File: src/tcsc_pkg.sv
// Shared constants for the thermometer conversion and shutdown controller
package tcsc_pkg;

    // ------------------------------------------------------------
    // Timing
    // ------------------------------------------------------------
    // Clock rate of sys_clk in Hz
    localparam int unsigned CLK_HZ = 125_000_000;
    // Longest conversion time at 9-bit width, in ms
    localparam int unsigned CONV_9BIT_MS = 150;
    // Cycles per 9-bit conversion; longest time, so rounded down
    localparam int unsigned CONV_9BIT_CYCLES = CONV_9BIT_MS * (CLK_HZ / 1000);
    // Width of the conversion cycle counter (1200 ms fits in 28 bits)
    localparam int unsigned CNT_W = 32;

    // ------------------------------------------------------------
    // Configuration byte layout
    // ------------------------------------------------------------
    localparam int unsigned CFG_HALT_BIT = 0;     // Low power halt request
    localparam int unsigned CFG_ALARM_MODE_BIT = 1; // 0 comparator, 1 interrupt
    localparam int unsigned CFG_POL_BIT = 2;      // Alarm pin polarity, stored only
    localparam int unsigned CFG_FT_LO_BIT = 3;    // Fault tolerance, stored only
    localparam int unsigned CFG_FT_HI_BIT = 4;
    localparam int unsigned CFG_WIDTH_LO_BIT = 5; // Width select low
    localparam int unsigned CFG_WIDTH_HI_BIT = 6; // Width select high
    localparam int unsigned CFG_RSVD_BIT = 7;     // Always reads zero
    localparam logic [7:0] CFG_RESET = 8'h00;     // 9-bit, active, comparator
    localparam logic [7:0] CFG_WRITE_MASK = 8'h7f; // Reserved bit not stored

    // ------------------------------------------------------------
    // Result word
    // ------------------------------------------------------------
    localparam logic [15:0] RESULT_RESET = 16'h0000;
    // Kept-bit masks per width code: 9, 10, 11, 12 bits
    localparam logic [15:0] MASK_9BIT = 16'hff80;
    localparam logic [15:0] MASK_10BIT = 16'hffc0;
    localparam logic [15:0] MASK_11BIT = 16'hffe0;
    localparam logic [15:0] MASK_12BIT = 16'hfff0;

    // Width select codes
    localparam logic [1:0] WIDTH_9 = 2'h0;
    localparam logic [1:0] WIDTH_10 = 2'h1;
    localparam logic [1:0] WIDTH_11 = 2'h2;
    localparam logic [1:0] WIDTH_12 = 2'h3;

    // Sequencer states
    typedef enum logic {
        TCSC_CONVERT,
        TCSC_STANDBY
    } tcsc_state_e;

endpackage
File: src/tcsc_conv_timer.sv
// Conversion interval timer: pulses once per elapsed conversion interval
`timescale 1ns/10ps
module tcsc_conv_timer #(
    parameter int unsigned CNT_W = tcsc_pkg::CNT_W
) (
    input wire logic sys_clk,
    input wire logic rst,
    input wire logic run,                 // Counting while high, cleared while low
    input wire logic [CNT_W-1:0] limit,   // Interval length in cycles, at least 1
    output logic done                     // One-cycle pulse at interval end
);

    // ------------------------------------------------------------
    // Counter
    // ------------------------------------------------------------
    logic [CNT_W-1:0] count; // Cycles elapsed in this interval
    logic [CNT_W-1:0] next_count;

    // Interval ends on the last counted cycle
    assign done = run && (count == limit - {{(CNT_W-1){1'b0}}, 1'b1});

    // Next count: wrap on done so back-to-back intervals need no gap
    always_comb
    begin
        next_count = count;
        if (!run || done)
        begin
            // Idle or wrapping
            next_count = '0;
        end
        else
        begin
            next_count = count + {{(CNT_W-1){1'b0}}, 1'b1};
        end
    end

    // Register the counter
    always_ff @(posedge sys_clk)
    begin
        if (rst)
        begin
            count <= '0;
        end
        else
        begin
            count <= next_count;
        end
    end

endmodule

File: src/tcsc_ctrl.sv
// Conversion sequencing, result formatting and shutdown control
// Notes on behaviour
// - Conversions start by themselves after reset
// - Width select picks 9 to 12 bits
// - Width defaults to 9 bits after reset
// - Interval 150 ms at 9 bits, doubling per bit
// - Each finished conversion loads the result register
// - Bit 15 is the sign, two's complement
// - Result bits 3 to 0 always zero
// - Result left-justified, unused low bits zero
// - Bit 14 weighs 2^6, bit 4 weighs 2^-4
// - Reads never disturb the running conversion
// - Halt finishes and stores current conversion first
// - Halt entry clears alarm only in interrupt mode
// - Registers work in halt; clearing halt resumes
// - Alarm mode bit: 0 comparator, 1 interrupt
// - Halt bit resets to 0, 1 means halt
`timescale 1ns/10ps
module tcsc_ctrl #(
    // 9-bit interval in cycles; shorten for simulation
    parameter int unsigned CONV_9BIT_CYCLES = tcsc_pkg::CONV_9BIT_CYCLES
) (
    input wire logic sys_clk,
    input wire logic rst,
    input wire logic cfg_wr,              // Config byte write strobe
    input wire logic [7:0] cfg_wdata,     // Config byte write data
    input wire logic reg_rd,              // Any register read strobe
    input wire logic [11:0] sensor_sample, // Converter output, 12-bit two's complement
    input wire logic alarm_level,         // Comparator-mode alarm state
    input wire logic alarm_event,         // Interrupt-mode trip pulse
    output logic [15:0] temperature_result, // Latest finished result
    output logic [7:0] config_rdata,      // Config byte read value
    output logic conv_done,               // Pulse after a result is stored
    output logic halted,                  // In low power standby
    output logic alarm_active             // Logical alarm state, before polarity
);

    // ------------------------------------------------------------
    // Declarations
    // ------------------------------------------------------------
    tcsc_pkg::tcsc_state_e state;        // Sequencer state
    tcsc_pkg::tcsc_state_e next_state;
    logic [6:0] cfg;                      // Stored config bits, reserved bit not kept
    logic [6:0] next_cfg;
    logic [1:0] conv_width;               // Width latched for the running conversion
    logic [1:0] next_conv_width;
    logic [15:0] next_result;
    logic next_conv_done;
    logic next_halted;
    logic next_alarm;
    logic [tcsc_pkg::CNT_W-1:0] limit;    // Interval for the latched width
    logic timer_run;                      // Timer counting
    logic timer_done;                     // Interval elapsed
    logic halt_bit;                       // Current halt request
    logic irq_mode;                       // Interrupt alarm mode selected
    logic [1:0] cfg_width;                // Width currently configured
    logic [15:0] width_mask;              // Kept bits for latched width
    logic enter_halt;                     // Standby entered this cycle

    // ------------------------------------------------------------
    // Config decode
    // ------------------------------------------------------------
    assign halt_bit = cfg[tcsc_pkg::CFG_HALT_BIT];
    assign irq_mode = cfg[tcsc_pkg::CFG_ALARM_MODE_BIT];
    assign cfg_width = {cfg[tcsc_pkg::CFG_WIDTH_HI_BIT],
                        cfg[tcsc_pkg::CFG_WIDTH_LO_BIT]};

    // ------------------------------------------------------------
    // Interval timer
    // ------------------------------------------------------------
    // Interval doubles per extra bit of width
    assign limit = tcsc_pkg::CNT_W'(CONV_9BIT_CYCLES) << conv_width;
    // Counts in every converting cycle, from the first after reset
    assign timer_run = (state == tcsc_pkg::TCSC_CONVERT);

    tcsc_conv_timer #(
        .CNT_W(tcsc_pkg::CNT_W)
    ) tcsc_conv_timer_inst (
        .sys_clk(sys_clk),
        .rst(rst),
        .run(timer_run),
        .limit(limit),
        .done(timer_done)
    );

    // Kept-bit mask for the width in use
    always_comb
    begin
        unique case (conv_width)
            tcsc_pkg::WIDTH_9: width_mask = tcsc_pkg::MASK_9BIT;
            tcsc_pkg::WIDTH_10: width_mask = tcsc_pkg::MASK_10BIT;
            tcsc_pkg::WIDTH_11: width_mask = tcsc_pkg::MASK_11BIT;
            tcsc_pkg::WIDTH_12: width_mask = tcsc_pkg::MASK_12BIT;
        endcase
    end

    // ------------------------------------------------------------
    // Sequencer
    // ------------------------------------------------------------
    // Reads play no part here, so a conversion is never disturbed
    always_comb
    begin
        next_state = state;
        next_conv_width = conv_width;
        next_result = temperature_result;
        next_conv_done = 1'b0;
        next_halted = halted;
        enter_halt = 1'b0;
        unique case (state)
            tcsc_pkg::TCSC_CONVERT:
            begin
                if (timer_done)
                begin
                    // Sample is sign-extended by position: bit 15 is the sign,
                    // bit 4 weighs 2^-4; low nibble and unused bits cleared
                    next_result = {sensor_sample, 4'h0} & width_mask;
                    next_conv_done = 1'b1;
                    // New width only takes effect at an interval boundary
                    next_conv_width = cfg_width;
                    if (halt_bit)
                    begin
                        // Halt waits for this store, then stops
                        next_state = tcsc_pkg::TCSC_STANDBY;
                        next_halted = 1'b1;
                        enter_halt = 1'b1;
                    end
                    // Otherwise the timer wraps and the next one starts at once
                end
            end
            tcsc_pkg::TCSC_STANDBY:
            begin
                if (!halt_bit)
                begin
                    // Clearing halt resumes with the current width
                    next_state = tcsc_pkg::TCSC_CONVERT;
                    next_conv_width = cfg_width;
                    next_halted = 1'b0;
                end
            end
        endcase
    end

    // Register sequencer state
    always_ff @(posedge sys_clk)
    begin
        if (rst)
        begin
            state <= tcsc_pkg::TCSC_CONVERT;
            conv_width <= tcsc_pkg::WIDTH_9;
            temperature_result <= tcsc_pkg::RESULT_RESET;
            conv_done <= 1'b0;
            halted <= 1'b0;
        end
        else
        begin
            state <= next_state;
            conv_width <= next_conv_width;
            temperature_result <= next_result;
            conv_done <= next_conv_done;
            halted <= next_halted;
        end
    end

    // ------------------------------------------------------------
    // Config register
    // ------------------------------------------------------------
    // Writes accepted in any state, standby included
    always_comb
    begin
        next_cfg = cfg;
        if (cfg_wr)
        begin
            next_cfg = cfg_wdata[6:0];
        end
    end

    // Register config and its read image
    always_ff @(posedge sys_clk)
    begin
        if (rst)
        begin
            cfg <= tcsc_pkg::CFG_RESET[6:0];
            config_rdata <= tcsc_pkg::CFG_RESET;
        end
        else
        begin
            cfg <= next_cfg;
            // Reserved top bit always reads zero
            config_rdata <= {1'b0, next_cfg} & tcsc_pkg::CFG_WRITE_MASK;
        end
    end

    // ------------------------------------------------------------
    // Alarm output
    // ------------------------------------------------------------
    // Interrupt mode: a trip sets, a read or halt entry clears, and a trip
    // in the same cycle as a clear wins so no event is lost
    always_comb
    begin
        next_alarm = alarm_active;
        if (irq_mode)
        begin
            if (alarm_event)
            begin
                next_alarm = 1'b1;
            end
            else if (reg_rd || enter_halt)
            begin
                next_alarm = 1'b0;
            end
        end
        else if (!halted && !enter_halt)
        begin
            // Comparator mode follows the comparator, frozen in standby
            next_alarm = alarm_level;
        end
    end

    // Register alarm
    always_ff @(posedge sys_clk)
    begin
        if (rst)
        begin
            alarm_active <= 1'b0;
        end
        else
        begin
            alarm_active <= next_alarm;
        end
    end

endmodule

File: config.mk
export PLATFORM = sky130hd
export DESIGN_NAME = tcsc_ctrl
export DESIGN_NICKNAME = d
export VERILOG_FILES = /design/src/tcsc_pkg.sv /design/src/tcsc_conv_timer.sv /design/src/tcsc_ctrl.sv
export SDC_FILE = /design/constraint.sdc
export NUM_CORES = 1
export LEC_CHECK = 0
export BUFFER_PORTS_ARGS = -buffer_cell sky130_fd_sc_hd__buf_4
export CORE_UTILIZATION = 51
export CTS_BUF_LIST = sky130_fd_sc_hd__clkbuf_8
export CTS_CLUSTER_DIAMETER = 200
export CTS_CLUSTER_SIZE = 24
export DETAILED_ROUTE_END_ITERATION = 12
export PLACE_DENSITY = 0.76
export SLEW_MARGIN = 10
export SYNTH_ARGS = -nofsm -noshare
export SYNTH_HDL_FRONTEND = slang
export SYNTH_SLANG_ARGS = --single-unit
File: constraint.sdc
create_clock -name sys_clk -period 3.1 [get_ports sys_clk]
set_clock_uncertainty 0.2 [all_clocks]
set_input_delay 0.31 -clock sys_clk [delete_from_list [all_inputs] [get_ports sys_clk]]
set_output_delay 0.31 -clock sys_clk [all_outputs]
set_load 0.01 [all_outputs]
==> results_dict.tcl <==
set metrics [dict create \
    outcome "completed" \
    grt_usage_pct 20.9 \
    first_pass_iters 4 \
    synth_fa_ha_area_share_pct 4.09 \
    syn_inst 305 \
    synth-simple-area-share_pct 26.0 \
    start_util_pct 53.5 \
    worstPathRequired_ps 3130 \
    worst_setup_path_start_kind "flip-flop" \
    setup_ws_ps 128 \
    port_buffers 46 \
    fin_area_sq_um 3510 \
    endpoint_kind "flip-flop" \
    grt_max_degree 33 \
    die_w_um 75.5 \
    htreeDepth 3 \
    async_flop_share_pct 0 \
    slew_violations 0 \
    syn_area_sq_um 2750 \
    cts_made_buffers 9 \
    ys_ff_latch 57 \
    drc 0 \
    tightest_slew_ps 512 \
    post_cts_buffers 0 \
    synth_top_cells_by_count "nor2_1, dfxtp_1, xor2_1, mux2i_1, xnor2_1" \
    use_met2_pct 31.4 \
    multi_input_area_sq_um 1510 \
    cp_data_arrival_time_ps 3000 \
    synth.most_common_cell "nor2_1" \
    path_class "flip-flop to flip-flop" \
    ir_worst_vdd_uv 314 \
    yosysSeqAreaShare_pct 41.5 \
    yosysTopAreaCell "dfxtp_1" \
    use_met3_pct 6.48 \
    ff_latch_area_sq_um 1140 \
    synth_area_leaders "dfxtp_1, xor2_1, nor2_1, mux2i_1, xnor2_1" \
    gp_routability_congestion 0.780 \
    cp_max_fo 9 \
    powerDensity_nw_per_um2 463 \
    die-area_sq_um 5690 \
    leakagePower_nw 1.41 \
    synth_edf_count 0 \
    drt_iter0_markers 158 \
    cp-startpoint "tcsc_conv_timer_inst.count[29]$_SDFF_PP0_" \
    gr-usage-met1_pct 27.4 \
    dpl-instance-area_sq_um 3150 \
    r2r-start "tcsc_conv_timer_inst.count[29]$_SDFF_PP0_" \
    dpl_worst_slack_ps 148 \
    maxCapViolations 0 \
    final_core_utilization_pct 68.3 \
    rows 26 \
    hold_path_class "input port to flip-flop" \
    synthMuxAreaShare_pct 7.69 \
    hpwl_um 3740 \
    ys_types 38 \
    numClockSinks 57 \
    avgRoutedWirePerCell_um 12.8 \
    synthDominantCellAreaShare_pct 41.5 \
    synth_xor_area_share_pct 13.7 \
    clock.fmax_mhz 336 \
    setup_viol 0 \
    coreArea_sq_um 5140 \
    synth_flop_cell "dfxtp_1" \
    finalHoldViolCount 0 \
    antenna_found_initial 0 \
    die_h_um 75.5 \
    cts_tree "yes" \
    area_growth_pct 27.6 \
    fill_cells 443 \
    finalCritPeriodShare_pct 95.9 \
    routed_wl_um 5620 \
    n_antenna_cell 0 \
    ios 53 \
    cts_max_path_buffers 2 \
    drive_gt1_share_pct 18.9 \
    top_usage_layer "met2" \
    min_from "cfg_wdata[2]" \
    grt-ovfl-total 0 \
    relSlewSlack_pct 65.6 \
    grt_pass1_wl_um 8780 \
    cts_root_buf "clkbuf_8" \
    postSynthAreaPerCell_sq_um 9.02 \
    final_nets 400 \
    synth_compound_area_share_pct 2.73 \
    path_clk_slew_ps 60 \
    via_per_inst 5.07 \
    fin_setup_tns_ps 0 \
    period_needed_ps 2970 \
    yosysWarningCount 0 \
    synth_top_family_by_area "simple AND/OR/NAND/NOR gates" \
    num_vias 2230 \
    clkLatencyLatePin_ps 340 \
    rsz0062_at_grt "yes" \
    grt_pass1_vias 1917 \
    ant_nets 0 \
]
## final timing paths
check | to | slack (ps) | cells after the start
min | cfg[2]$_SDFFE_PP0P_ | 10 | 3
min reg2reg | tcsc_conv_timer_inst.count[0]$_SDFF_PP0_ | 250 | 1
max | temperature_result[14]$_SDFFE_PP0P_ | 130 | 7
max reg2reg | temperature_result[14]$_SDFFE_PP0P_ | 130 | 7
## placed cells by master, fill, tap and decap left out, drive strengths merged, types with 5 or more instances in the layout
cell type / Yosys / final
buf: 9 / 50
and3: 5 / 5
xnor2: 17 / 17
nor2: 60 / 60
dlygate4sd3: 0 / 12
ha: 9 / 9
inv: 6 / 7
nand2: 14 / 14
mux2i: 20 / 20
nor3: 7 / 7
conb: 1 / 5
xor2: 26 / 26
dfxtp: 57 / 57
nand3: 11 / 11
nand2b: 7 / 7
a21oi: 6 / 6
nand4: 12 / 12
clkbuf: 8 / 11
## flip-flops by register name (all words and copies together), names as in the netlist
| name | count |
|---|---|
| alarm_active | 1 |
| cfg | 7 |
| conv_done | 1 |
| conv_width | 2 |
| halted | 1 |
| state | 1 |
| tcsc_conv_timer_inst.count | 32 |
| temperature_result | 12 |
## critical path: stages (launching register included)
cell	delay [ps]
dfxtp_1	340
or4b_1	490
or4b_1	550
or4b_4	530
nor4_4	290
buf_6	200
mux2i_1	200
nor2_1	50
## layout make-up
cell class | instances | area share, %
inverter | 6 | 0.642
tap | 70 | 2.50
clock buffer | 11 | 4.31
clock inverter | 5 | 2.25
timing repair buffer | 62 | 14.7
sequential | 57 | 32.5
multi-input combinational | 229 | 43.1
## timing repair
action / 4_1_cts / 5_1_grt
hold endpoints to repair: 12 / 0
hold buffers: 12 / 0
setup endpoints to repair: 0 / 2
gates resized for setup: 0 / 3
## metal layers
metal	share of wire (%)	vias to the layer above
met4	2.0	0
met3	3.7	11
met5	0	-
li1	-	1136
met1	47	1048
met2	47	35
## stage by stage
| step | total power, mW | hold WS, ps | instances |
|---|---|---|---|
| after detailed placement | 0.843 | 239 | 412 |
| after global routing | 1.69 | 24.5 | 440 |
| final | 1.63 | 13.8 | 440 |
| after floorplan | 0.808 | 218 | 309 |
| after CTS | 1.65 | 0.437 | 440 |
| after global placement | 0.842 | 232 | 412 |
## power breakdown
part | internal (mW) | switching [mW] | total [mW]
logic | 0.0519 | 0.0370 | 0.0889
clock network | 0.493 | 0.294 | 0.787
registers | 0.742 | 0.00835 | 0.751
total | 1.29 | 0.340 | 1.63
## cells by family (layout without fill, tap and decap cells)
group,Yosys count,in the layout
flip-flops,57,57
buffers and inverters,23,84
AO/OA/AOI/OAI,12,12
AND/OR/NAND/NOR,139,139
adder cells (fa/ha/maj),9,9
XOR/XNOR,43,43
multiplexers,21,21
other,1,5
No activity file was read; power rests on OpenSTA's default activity.
